[config.mk]
export PLATFORM = sky130hd
export DESIGN_NAME = pwmg_top
export DESIGN_NICKNAME = d
export VERILOG_FILES = /design/src/pwmg_pkg.sv /design/src/pwmg_gen.sv /design/src/pwmg_top.sv
export VERILOG_INCLUDE_DIRS = /design/src
export SDC_FILE = /design/constraint.sdc
export NUM_CORES = 1
export LEC_CHECK = 0
export BUFFER_PORTS_ARGS = -buffer_cell sky130_fd_sc_hd__buf_2
export CAP_MARGIN = 20
export CORE_MARGIN = 4
export CORE_UTILIZATION = 40
export CTS_CLUSTER_DIAMETER = 30
export CTS_CLUSTER_SIZE = 16
export DETAILED_ROUTE_END_ITERATION = 7
export SETUP_SLACK_MARGIN = 0.1
export SYNTH_ARGS = -nofsm -noshare
export SYNTH_HDL_FRONTEND = slang
export SYNTH_SLANG_ARGS = --single-unit
[constraint.sdc]
create_clock -name pclk -period 7.2 [get_ports pclk]
set_input_delay 1.44 -clock pclk [delete_from_list [all_inputs] [get_ports pclk]]
set_output_delay 1.44 -clock pclk [all_outputs]
set_load 0.01 [all_outputs]
[src/pwmg_map.svh]
/*
  Register map, field positions and reset values of the four-generator PWM control block.
  Assumes a 12-bit APB byte address and 32-bit data, one aligned word per register.
*/
`ifndef PWMG_MAP_SVH
`define PWMG_MAP_SVH

// ============================================================
// Module-level registers
`define PWMG_OFF_SYNC      12'h000
`define PWMG_OFF_MOD_INTEN 12'h004
`define PWMG_OFF_MOD_RIS   12'h008
`define PWMG_OFF_MOD_ISC   12'h00c

// ============================================================
// Generator blocks: block field paddr[8:6] = generator + 1
`define PWMG_BLK_FIRST     3'h1
`define PWMG_BLK_LAST      3'h4
`define PWMG_OFF_GEN_CTL   6'h00
`define PWMG_OFF_GEN_LOAD  6'h04
`define PWMG_OFF_GEN_COUNT 6'h08
`define PWMG_OFF_GEN_CMPA  6'h0c
`define PWMG_OFF_GEN_CMPB  6'h10
`define PWMG_OFF_GEN_INTEN 6'h14
`define PWMG_OFF_GEN_RIS   6'h18
`define PWMG_OFF_GEN_ISC   6'h1c

// ============================================================
// Field positions
`define PWMG_CTL_EN_BIT    0
`define PWMG_CTL_MODE_BIT  1
`define PWMG_CTL_SYNC_BIT  2
`define PWMG_TRIG_LSB      8
`define PWMG_FAULT_LSB     4

// ============================================================
// Reset values
`define PWMG_RST_CTL       3'h0
`define PWMG_RST_VAL16     16'h0000
`define PWMG_RST_INTEN     14'h0000
`define PWMG_RST_MOD_INTEN 8'h00

`endif

[src/pwmg_pkg.sv]
/*
  Types shared by the PWM control block files.
  Assumes the map header supplies offsets and field positions.
*/
package pwmg_pkg;

  typedef enum logic [0:0] {
    PWMG_DIR_DOWN = 1'b0,
    PWMG_DIR_UP   = 1'b1
  } pwmg_dir_e;

  typedef struct packed {
    logic sync_mode;
    logic up_down;
    logic enable;
  } pwmg_ctl_s;

  typedef struct packed {
    logic cmp_b_down;
    logic cmp_b_up;
    logic cmp_a_down;
    logic cmp_a_up;
    logic count_reload;
    logic count_at_zero;
  } pwmg_evt_s;

  typedef logic [15:0] pwmg_val_t;

endpackage : pwmg_pkg

[src/pwmg_gen.sv]
/*
  One PWM generator: counter, pending period/compare values and event decode.
  Assumes the parent registers the events and holds the register interface.
*/
`timescale 1ns/1ps
`include "pwmg_map.svh"

module pwmg_gen
  import pwmg_pkg::*;
(
  input  wire logic      pclk,
  input  wire logic      presetn,
  input  wire pwmg_ctl_s ctl,
  input  wire logic      sync_evt,
  input  wire logic      load_wr,
  input  wire logic      cmpa_wr,
  input  wire logic      cmpb_wr,
  input  wire pwmg_val_t wdata,
  output pwmg_val_t      load_prog,
  output pwmg_val_t      cmpa_prog,
  output pwmg_val_t      cmpb_prog,
  output pwmg_val_t      count,
  output pwmg_evt_s      evt
);

  pwmg_dir_e dir;
  pwmg_val_t act_load;
  pwmg_val_t act_a;
  pwmg_val_t act_b;
  pwmg_val_t eff_load;
  pwmg_val_t top_down;
  pwmg_val_t top_ud;
  logic      armed;
  logic      at_zero;
  logic      upd;
  logic      at_top;

  // ============================================================
  // Pending values, applied only at zero
  assign at_zero  = ctl.enable && (count == `PWMG_RST_VAL16);
  assign upd      = at_zero && (!ctl.sync_mode || armed);
  assign eff_load = upd ? load_prog : act_load;
  assign top_down = (eff_load == `PWMG_RST_VAL16) ? eff_load : 16'(eff_load - 16'h0001);
  assign top_ud   = eff_load >> 1;
  assign at_top   = (dir == PWMG_DIR_UP) && (count >= top_ud);

  always_ff @(posedge pclk or negedge presetn)
    if (!presetn)
    begin
      load_prog <= `PWMG_RST_VAL16;
      cmpa_prog <= `PWMG_RST_VAL16;
      cmpb_prog <= `PWMG_RST_VAL16;
    end
    else
    begin
      if (load_wr) load_prog <= wdata;
      if (cmpa_wr) cmpa_prog <= wdata;
      if (cmpb_wr) cmpb_prog <= wdata;
    end

  always_ff @(posedge pclk or negedge presetn)
    if (!presetn)
    begin
      act_load <= `PWMG_RST_VAL16;
      act_a    <= `PWMG_RST_VAL16;
      act_b    <= `PWMG_RST_VAL16;
    end
    else if (upd)
    begin
      act_load <= load_prog;
      act_a    <= cmpa_prog;
      act_b    <= cmpb_prog;
    end

  // Sync request set wins over its consumption
  always_ff @(posedge pclk or negedge presetn)
    if (!presetn)
      armed <= 1'b0;
    else
      armed <= sync_evt || (armed && !upd);

  // ============================================================
  // Counter; holds while disabled
  always_ff @(posedge pclk or negedge presetn)
    if (!presetn)
    begin
      count <= `PWMG_RST_VAL16;
      dir   <= PWMG_DIR_DOWN;
    end
    else if (ctl.enable)
    begin
      if (!ctl.up_down)
      begin
        dir   <= PWMG_DIR_DOWN;
        count <= at_zero ? top_down : 16'(count - 16'h0001);
      end
      else if (at_top)
      begin
        dir   <= PWMG_DIR_DOWN;
        count <= (count == `PWMG_RST_VAL16) ? count : 16'(count - 16'h0001);
      end
      else if (dir == PWMG_DIR_DOWN && at_zero)
      begin
        dir   <= PWMG_DIR_UP;
        count <= (top_ud == `PWMG_RST_VAL16) ? count : 16'h0001;
      end
      else if (dir == PWMG_DIR_UP)
        count <= 16'(count + 16'h0001);
      else
        count <= 16'(count - 16'h0001);
    end

  // ============================================================
  // Event decode
  always_comb
  begin
    evt               = '0;
    evt.count_at_zero = at_zero;
    evt.count_reload  = ctl.enable && (ctl.up_down ? at_top : at_zero);
    evt.cmp_a_up      = ctl.enable && (count == act_a) && (dir == PWMG_DIR_UP);
    evt.cmp_a_down    = ctl.enable && (count == act_a) && (dir == PWMG_DIR_DOWN);
    evt.cmp_b_up      = ctl.enable && (count == act_b) && (dir == PWMG_DIR_UP);
    evt.cmp_b_down    = ctl.enable && (count == act_b) && (dir == PWMG_DIR_DOWN);
  end

endmodule : pwmg_gen

[src/pwmg_top.sv]
/*
  APB-reached control of four PWM generators: enables, periods, compare values,
  per-generator interrupt/trigger status and masks, and module-level interrupt enable.
  Assumes a zero-wait APB master on pclk and fault inputs synchronous to pclk.
*/
`timescale 1ns/1ps
`include "pwmg_map.svh"

// Function
// - A disabled generator's counter holds its value.
// - An enabled generator's counter advances every clock while its active period is two or more; each generator enabled independently.
// - Generator status bits clear on writing one; writing zero leaves them.
// - Six events per generator: zero, reload, compare A/B up and down.
// - Software reads raw status or status ANDed with the enables.
// - Setting enable bits unmasks interrupts and passes triggers.
// - Clearing enable bits masks interrupts and suppresses triggers.
// - Clock ticks between successive zero events equal the period, rounded down to even in up/down mode.
// - Period readback returns the last programmed value, even while pending.
// - A newer period write replaces a pending one; last write wins.
// - Module enable register: four generator and four fault bits; clear masks.
// - Module enable governs generator summary and fault interrupts.
// - Setting a module enable bit unmasks that interrupt.
// - New period or width applies at zero; sync mode also waits sync.
// - Counter runs down with reload, or up/down between zero and half the period value.
module pwmg_top
  import pwmg_pkg::*;
(
  input  wire logic        pclk,
  input  wire logic        presetn,
  input  wire logic        psel,
  input  wire logic        penable,
  input  wire logic        pwrite,
  input  wire logic [11:0] paddr,
  input  wire logic [31:0] pwdata,
  output logic      [31:0] prdata,
  output logic             pready,
  output logic             pslverr,
  input  wire logic [3:0]  fault_in,
  output logic      [23:0] trig_out,
  output logic             irq
);

  // ============================================================
  // Address decode
  logic       wr_en;
  logic       rd_setup;
  logic       gen_hit;
  logic [2:0] blk;
  logic [1:0] gidx;
  logic [5:0] goff;
  logic       addr_ok;

  assign wr_en    = psel && penable && pwrite;
  assign rd_setup = psel && !penable;
  assign blk      = paddr[8:6];
  assign goff     = paddr[5:0];
  assign gen_hit  = (paddr[11:9] == 3'h0) && (blk >= `PWMG_BLK_FIRST) && (blk <= `PWMG_BLK_LAST);
  assign gidx     = 2'(blk - `PWMG_BLK_FIRST);

  always_comb
  begin
    if (gen_hit)
      addr_ok = (goff[1:0] == 2'h0) && (goff <= `PWMG_OFF_GEN_ISC);
    else if (paddr == `PWMG_OFF_SYNC)
      addr_ok = 1'b1;
    else if (paddr == `PWMG_OFF_MOD_INTEN)
      addr_ok = 1'b1;
    else if (paddr == `PWMG_OFF_MOD_RIS)
      addr_ok = 1'b1;
    else if (paddr == `PWMG_OFF_MOD_ISC)
      addr_ok = 1'b1;
    else
      addr_ok = 1'b0;
  end

  // ============================================================
  // Per-generator state
  pwmg_ctl_s  gen_ctl   [4];
  logic [13:0] gen_inten [4];
  pwmg_evt_s  gen_ris   [4];
  pwmg_val_t  load_prog [4];
  pwmg_val_t  cmpa_prog [4];
  pwmg_val_t  cmpb_prog [4];
  pwmg_val_t  gen_count [4];
  logic [5:0] gen_mis   [4];
  logic [3:0] gen_sum;
  logic [3:0] sync_evt;

  assign sync_evt = (wr_en && paddr == `PWMG_OFF_SYNC) ? pwdata[3:0] : 4'h0;

  genvar g;
  generate
    for (g = 0; g < 4; g++)
    begin : gen_blk
      logic      sel_wr;
      pwmg_evt_s evt;
      logic [5:0] irq_en;
      logic [5:0] trig_en;

      assign sel_wr  = wr_en && gen_hit && (gidx == 2'(g));
      assign irq_en  = gen_inten[g][5:0];
      assign trig_en = gen_inten[g][`PWMG_TRIG_LSB +: 6];

      always_ff @(posedge pclk or negedge presetn)
        if (!presetn)
          gen_ctl[g] <= `PWMG_RST_CTL;
        else if (sel_wr && goff == `PWMG_OFF_GEN_CTL)
          gen_ctl[g] <= pwdata[2:0];

      always_ff @(posedge pclk or negedge presetn)
        if (!presetn)
          gen_inten[g] <= `PWMG_RST_INTEN;
        else if (sel_wr && goff == `PWMG_OFF_GEN_INTEN)
          gen_inten[g] <= {pwdata[13:8], 2'h0, pwdata[5:0]};

      // Hardware set wins over a same-cycle write-one clear
      always_ff @(posedge pclk or negedge presetn)
        if (!presetn)
          gen_ris[g] <= '0;
        else if (sel_wr && goff == `PWMG_OFF_GEN_ISC)
          gen_ris[g] <= (gen_ris[g] & ~pwdata[5:0]) | evt;
        else
          gen_ris[g] <= gen_ris[g] | evt;

      always_ff @(posedge pclk or negedge presetn)
        if (!presetn)
          trig_out[g*6 +: 6] <= 6'h00;
        else
          trig_out[g*6 +: 6] <= evt & trig_en;

      assign gen_mis[g] = gen_ris[g] & irq_en;
      assign gen_sum[g] = |gen_mis[g];

      pwmg_gen pwmg_gen_i (
        .pclk      (pclk),
        .presetn   (presetn),
        .ctl       (gen_ctl[g]),
        .sync_evt  (sync_evt[g]),
        .load_wr   (sel_wr && goff == `PWMG_OFF_GEN_LOAD),
        .cmpa_wr   (sel_wr && goff == `PWMG_OFF_GEN_CMPA),
        .cmpb_wr   (sel_wr && goff == `PWMG_OFF_GEN_CMPB),
        .wdata     (pwdata[15:0]),
        .load_prog (load_prog[g]),
        .cmpa_prog (cmpa_prog[g]),
        .cmpb_prog (cmpb_prog[g]),
        .count     (gen_count[g]),
        .evt       (evt)
      );
    end
  endgenerate

  // ============================================================
  // Module-level interrupts
  logic [7:0] mod_inten;
  logic [3:0] fault_sts;
  logic [7:0] mod_ris;
  logic [7:0] mod_mis;

  always_ff @(posedge pclk or negedge presetn)
    if (!presetn)
      mod_inten <= `PWMG_RST_MOD_INTEN;
    else if (wr_en && paddr == `PWMG_OFF_MOD_INTEN)
      mod_inten <= pwdata[7:0];

  // Fault level set wins over a same-cycle clear
  always_ff @(posedge pclk or negedge presetn)
    if (!presetn)
      fault_sts <= 4'h0;
    else if (wr_en && paddr == `PWMG_OFF_MOD_ISC)
      fault_sts <= (fault_sts & ~pwdata[`PWMG_FAULT_LSB +: 4]) | fault_in;
    else
      fault_sts <= fault_sts | fault_in;

  assign mod_ris = {fault_sts, gen_sum};
  assign mod_mis = mod_ris & mod_inten;

  always_ff @(posedge pclk or negedge presetn)
    if (!presetn)
      irq <= 1'b0;
    else
      irq <= |mod_mis;

  // ============================================================
  // Read data, captured in the setup phase
  logic [31:0] rd_val;

  always_comb
  begin
    rd_val = 32'h0000_0000;
    if (gen_hit)
    begin
      if (goff == `PWMG_OFF_GEN_CTL)
        rd_val = {29'h0, gen_ctl[gidx]};
      else if (goff == `PWMG_OFF_GEN_LOAD)
        rd_val = {16'h0, load_prog[gidx]};
      else if (goff == `PWMG_OFF_GEN_COUNT)
        rd_val = {16'h0, gen_count[gidx]};
      else if (goff == `PWMG_OFF_GEN_CMPA)
        rd_val = {16'h0, cmpa_prog[gidx]};
      else if (goff == `PWMG_OFF_GEN_CMPB)
        rd_val = {16'h0, cmpb_prog[gidx]};
      else if (goff == `PWMG_OFF_GEN_INTEN)
        rd_val = {18'h0, gen_inten[gidx]};
      else if (goff == `PWMG_OFF_GEN_RIS)
        rd_val = {26'h0, gen_ris[gidx]};
      else if (goff == `PWMG_OFF_GEN_ISC)
        rd_val = {26'h0, gen_mis[gidx]};
    end
    else if (paddr == `PWMG_OFF_MOD_INTEN)
      rd_val = {24'h0, mod_inten};
    else if (paddr == `PWMG_OFF_MOD_RIS)
      rd_val = {24'h0, mod_ris};
    else if (paddr == `PWMG_OFF_MOD_ISC)
      rd_val = {24'h0, mod_mis};
  end

  always_ff @(posedge pclk or negedge presetn)
    if (!presetn)
      prdata <= 32'h0000_0000;
    else if (rd_setup && !pwrite)
      prdata <= rd_val;

  always_ff @(posedge pclk or negedge presetn)
    if (!presetn)
      pslverr <= 1'b0;
    else if (rd_setup)
      pslverr <= !addr_ok;

  // Zero-wait slave
  assign pready = 1'b1;

endmodule : pwmg_top

==> summary.txt <==
status = finished, final reports clean
Worst Skew = 44.0 ps
post-cts resize count = 0
via count = 30,134
most used routing layer = met2
DIE WIDTH = 306 um
synthesis-stage register bit count = 594
Clock Root Buffer = clkbuf_16
CORE AREA = 88,200 um^2
drt via density = 6.05
TritonCTS clock tree = yes
setup bufs post-CTS = 0
Slew HR = 0.237
Post-Synthesis Cells = 3,629
fmax = 171 MHz
CP endpoint kind = register
Worst Setup Path Type = register to register
IO Pins = 112
Rows = 109
worst-skew pair later-pin latency = 760 ps
Peak VDD IR = 0.235 mV
Worst Path Required = 7830 ps
maxcap violations = 0
clock period minus worst slack = 5850 ps
Clock transition at path regs = 50 ps
Port Buffer Count = 78
Die Y = 306 um
post-route ant nets = 0
Area Overhead vs Synth = 19.2%
CP startpoint kind = register
overall power = 11,200 uW
Post-CTS Hold Buffers = 0
TritonCTS buffer count = 145
Post-route DRC = 0
EDFF count, synth = 0
Slowest-stage cell, CP = or4_4
final period utilization = 0.812
final net count = 3,830
critical-path cell list = inv_1, ha_1, nand3_1, or4_4, o21ai_0, inv_1, ha_1, nand2_1, a2111oi_0, a21oi_1, o31ai_1, a41o_1, nor4_1, a21oi_1, o21ai_0
Mean Syn Cell Area = 9.79 um^2
Arr. time, crit path = 6470 ps
grt ovf = 0
worst slew pin tran = 1140 ps
asr flop ratio synth = 1.00
drt initial violations = 3,501
share of cells above drive strength 1 = 0.215
post-DR wirelength/cell = 26.6 um
met2 usage = 0.420
Final Hold Fails = 0
largest net degree at the start of global routing = 151
H-tree lvl count = 4
Final Setup Violations = 0
crit path max fanout = 62
Initial Util = 0.403
GP Congestion = 0.977
Leak = 0.0217 uW
GR Util met1 = 0.370
Final Slew Violations = 0
initial antenna violation count = 9
number of iterations in the first detailed-routing pass = 6
first-pass GRT wire length = 195,000 um
mapped cell area = 35,500 um^2
Buf+Inv Stages, Crit Path = 2
Hold WC Path Type = register to register
RSZ-0062 raised after global routing = false
YS warnings = 0
Die ar. = 93,700 um^2
Tot GR Track Use = 0.279
drt total wl = 133,000 um
clock sink count = 594
HPWL after detailed placement = 93,000 um
Largest stage delay, worst path = 840 ps
GRT met3 Usage = 0.0787
crit-path leading delay family = compound AO/OA/AOI/OAI gates
CTS max path bufs = 3
Main synth FF type = dfrtp_1
Seq/Total Area, Yosys = 0.418
PwrDens = 265 nW/um^2
setup TNS = 0 ps
Yosys cell types = 88
number of global-route vias before repair = 29,267
==> state kept, by name, summed over array words and instances (netlist names) <==
signal and cells:
gen_blk.pwmg_gen_i.act_a 64, gen_blk.pwmg_gen_i.act_b 64, gen_blk.pwmg_gen_i.act_load 64, gen_blk.pwmg_gen_i.cmpa_prog 64, gen_blk.pwmg_gen_i.cmpb_prog 64, gen_blk.pwmg_gen_i.count 64, gen_blk.pwmg_gen_i.load_prog 64, gen_blk.irq_en 24
gen_blk.trig_en 24, gen_ris 24, trig_out 24, prdata 16, gen_ctl 12, mod_inten 8, fault_sts 4, gen_blk.pwmg_gen_i.armed 4
gen_blk.pwmg_gen_i.dir 4, irq 1, pslverr 1
==> layout make-up <==
cell class | count | area, um^2
Antenna cell | 3 | 7.51
Clock buffer | 182 | 3970
Clock inverter | 86 | 1300
Fill cell | 8117 | 45900
Inverter | 111 | 417
Multi-Input combinational cell | 2678 | 19300
Sequential cell | 594 | 14900
Tap cell | 1165 | 1460
Timing Repair Buffer | 162 | 1070
==> cell usage in the layout (no fill, tap or decap), types with 16 or more instances in the layout <==
cell type,netlist,layout
nand2_1,633,632
bufinv_16,0,20
a21o_1,17,17
a22o_1,38,38
buf_4,21,80
a21oi_1,106,106
mux2i_1,99,99
nand4_1,37,37
inv_1,106,106
nor4_1,68,68
nor3_1,120,119
xor2_1,157,157
buf_2,23,76
or4_1,26,26
clkbuf_1,172,17
o21ai_0,133,133
o211ai_1,34,34
xnor2_1,84,84
mux2_2,282,282
and2_1,24,23
clkbuf_16,0,145
nor2_1,180,178
or3_1,17,17
ha_1,85,84
and3_1,48,48
dfrtp_1,594,594
a211oi_1,27,25
mux4_2,85,85
conb_1,2,17
nand3_1,86,86
a221oi_1,16,16
clkinv_2,0,21
clkinv_4,0,16
a31oi_1,27,27
clkbuf_8,0,20
o31ai_1,20,20
==> cells by family after synthesis <==
logic type	share of synthesized area
simple gates	0.175
flops	0.418
compound gates	0.101
mux	0.173
buf+inv	0.0434
xor+xnor	0.0594
fa+ha+maj	0.0299
other cells	0.000211
==> report_power, final <==
part	internal [uW]	switching [uW]	leakage, uW
Sequential	3370	39.7	0.00824
Clock	4670	2270	0.00254
Combinational	302	562	0.0109
Total	8340	2870	0.0217
==> metrics by stage <==
stage	hold slack, ps	util	std cells	cell area [um^2]	setup slack [ps]
3_3_place_gp	460	0.420	4709	37100	1480
6_report	474	0.480	4981	42300	1350
4_1_cts	483	0.480	4977	42300	1430
3_5_place_dp	472	0.420	4709	37100	1480
5_1_grt	498	0.480	4978	42300	861
2_1_floorplan	450	-	3644	35600	1640
==> worst min-delay path, delay by kind of cell (launching register included) <==
family             cells  cell delay (ps)
DFF                    1              340
AOI/OAI and AO/OA      1               60
and+or+nand+nor        1               50
==> final timing paths <==
check	slack [ps]	end	cells past startpoint	start
setup / recovery	1350	gen_blk[2].pwmg_gen_i.count[10]$_DFFE_PN0P_	15	gen_blk[2].pwmg_gen_i.count[0]$_DFFE_PN0P_
hold / removal	470	prdata[12]$_DFFE_PN0P_	2	prdata[12]$_DFFE_PN0P_
setup reg to reg	1350	gen_blk[2].pwmg_gen_i.count[10]$_DFFE_PN0P_	15	gen_blk[2].pwmg_gen_i.count[0]$_DFFE_PN0P_
hold reg to reg	470	prdata[12]$_DFFE_PN0P_	2	prdata[12]$_DFFE_PN0P_
max in group asynchronous	4960	gen_blk[1].pwmg_gen_i.count[10]$_DFFE_PN0P_	2	presetn
min in group asynchronous	760	gen_blk[2].pwmg_gen_i.count[15]$_DFFE_PN0P_	1	presetn
==> cells in the mapped netlist (all sizes together) (28+ instances only) <==
| master | count | area [um^2] |
|---|---|---|
| xor2 | 157 | 1380 |
| nor3 | 121 | 611 |
| xnor2 | 84 | 736 |
| a22o | 38 | 333 |
| nand4 | 37 | 231 |
| ha | 85 | 1060 |
| nand3 | 86 | 430 |
| dfrtp | 594 | 14900 |
| buf | 89 | 479 |
| a211oi | 29 | 228 |
| clkbuf | 172 | 646 |
| inv | 109 | 409 |
| a21oi | 106 | 531 |
| mux4 | 85 | 1910 |
| nor2 | 180 | 676 |
| and3 | 48 | 300 |
| mux2 | 282 | 3180 |
| o21ai | 142 | 714 |
| nor4 | 74 | 518 |
| nand2 | 634 | 2380 |
| mux2i | 103 | 1060 |
| o211ai | 34 | 255 |
| or4 | 28 | 218 |
==> per-layer routing <==
metal / routed length (um) / up-vias / part of all wire
li1: - / 13144 / -
met1: 54400 / 14949 / 0.41
met2: 58100 / 1662 / 0.44
met3: 13200 / 377 / 0.099
met4: 7030 / 2 / 0.053
met5: 16 / - / 0.00012
Note: power is estimated with default switching activity, not from simulation.
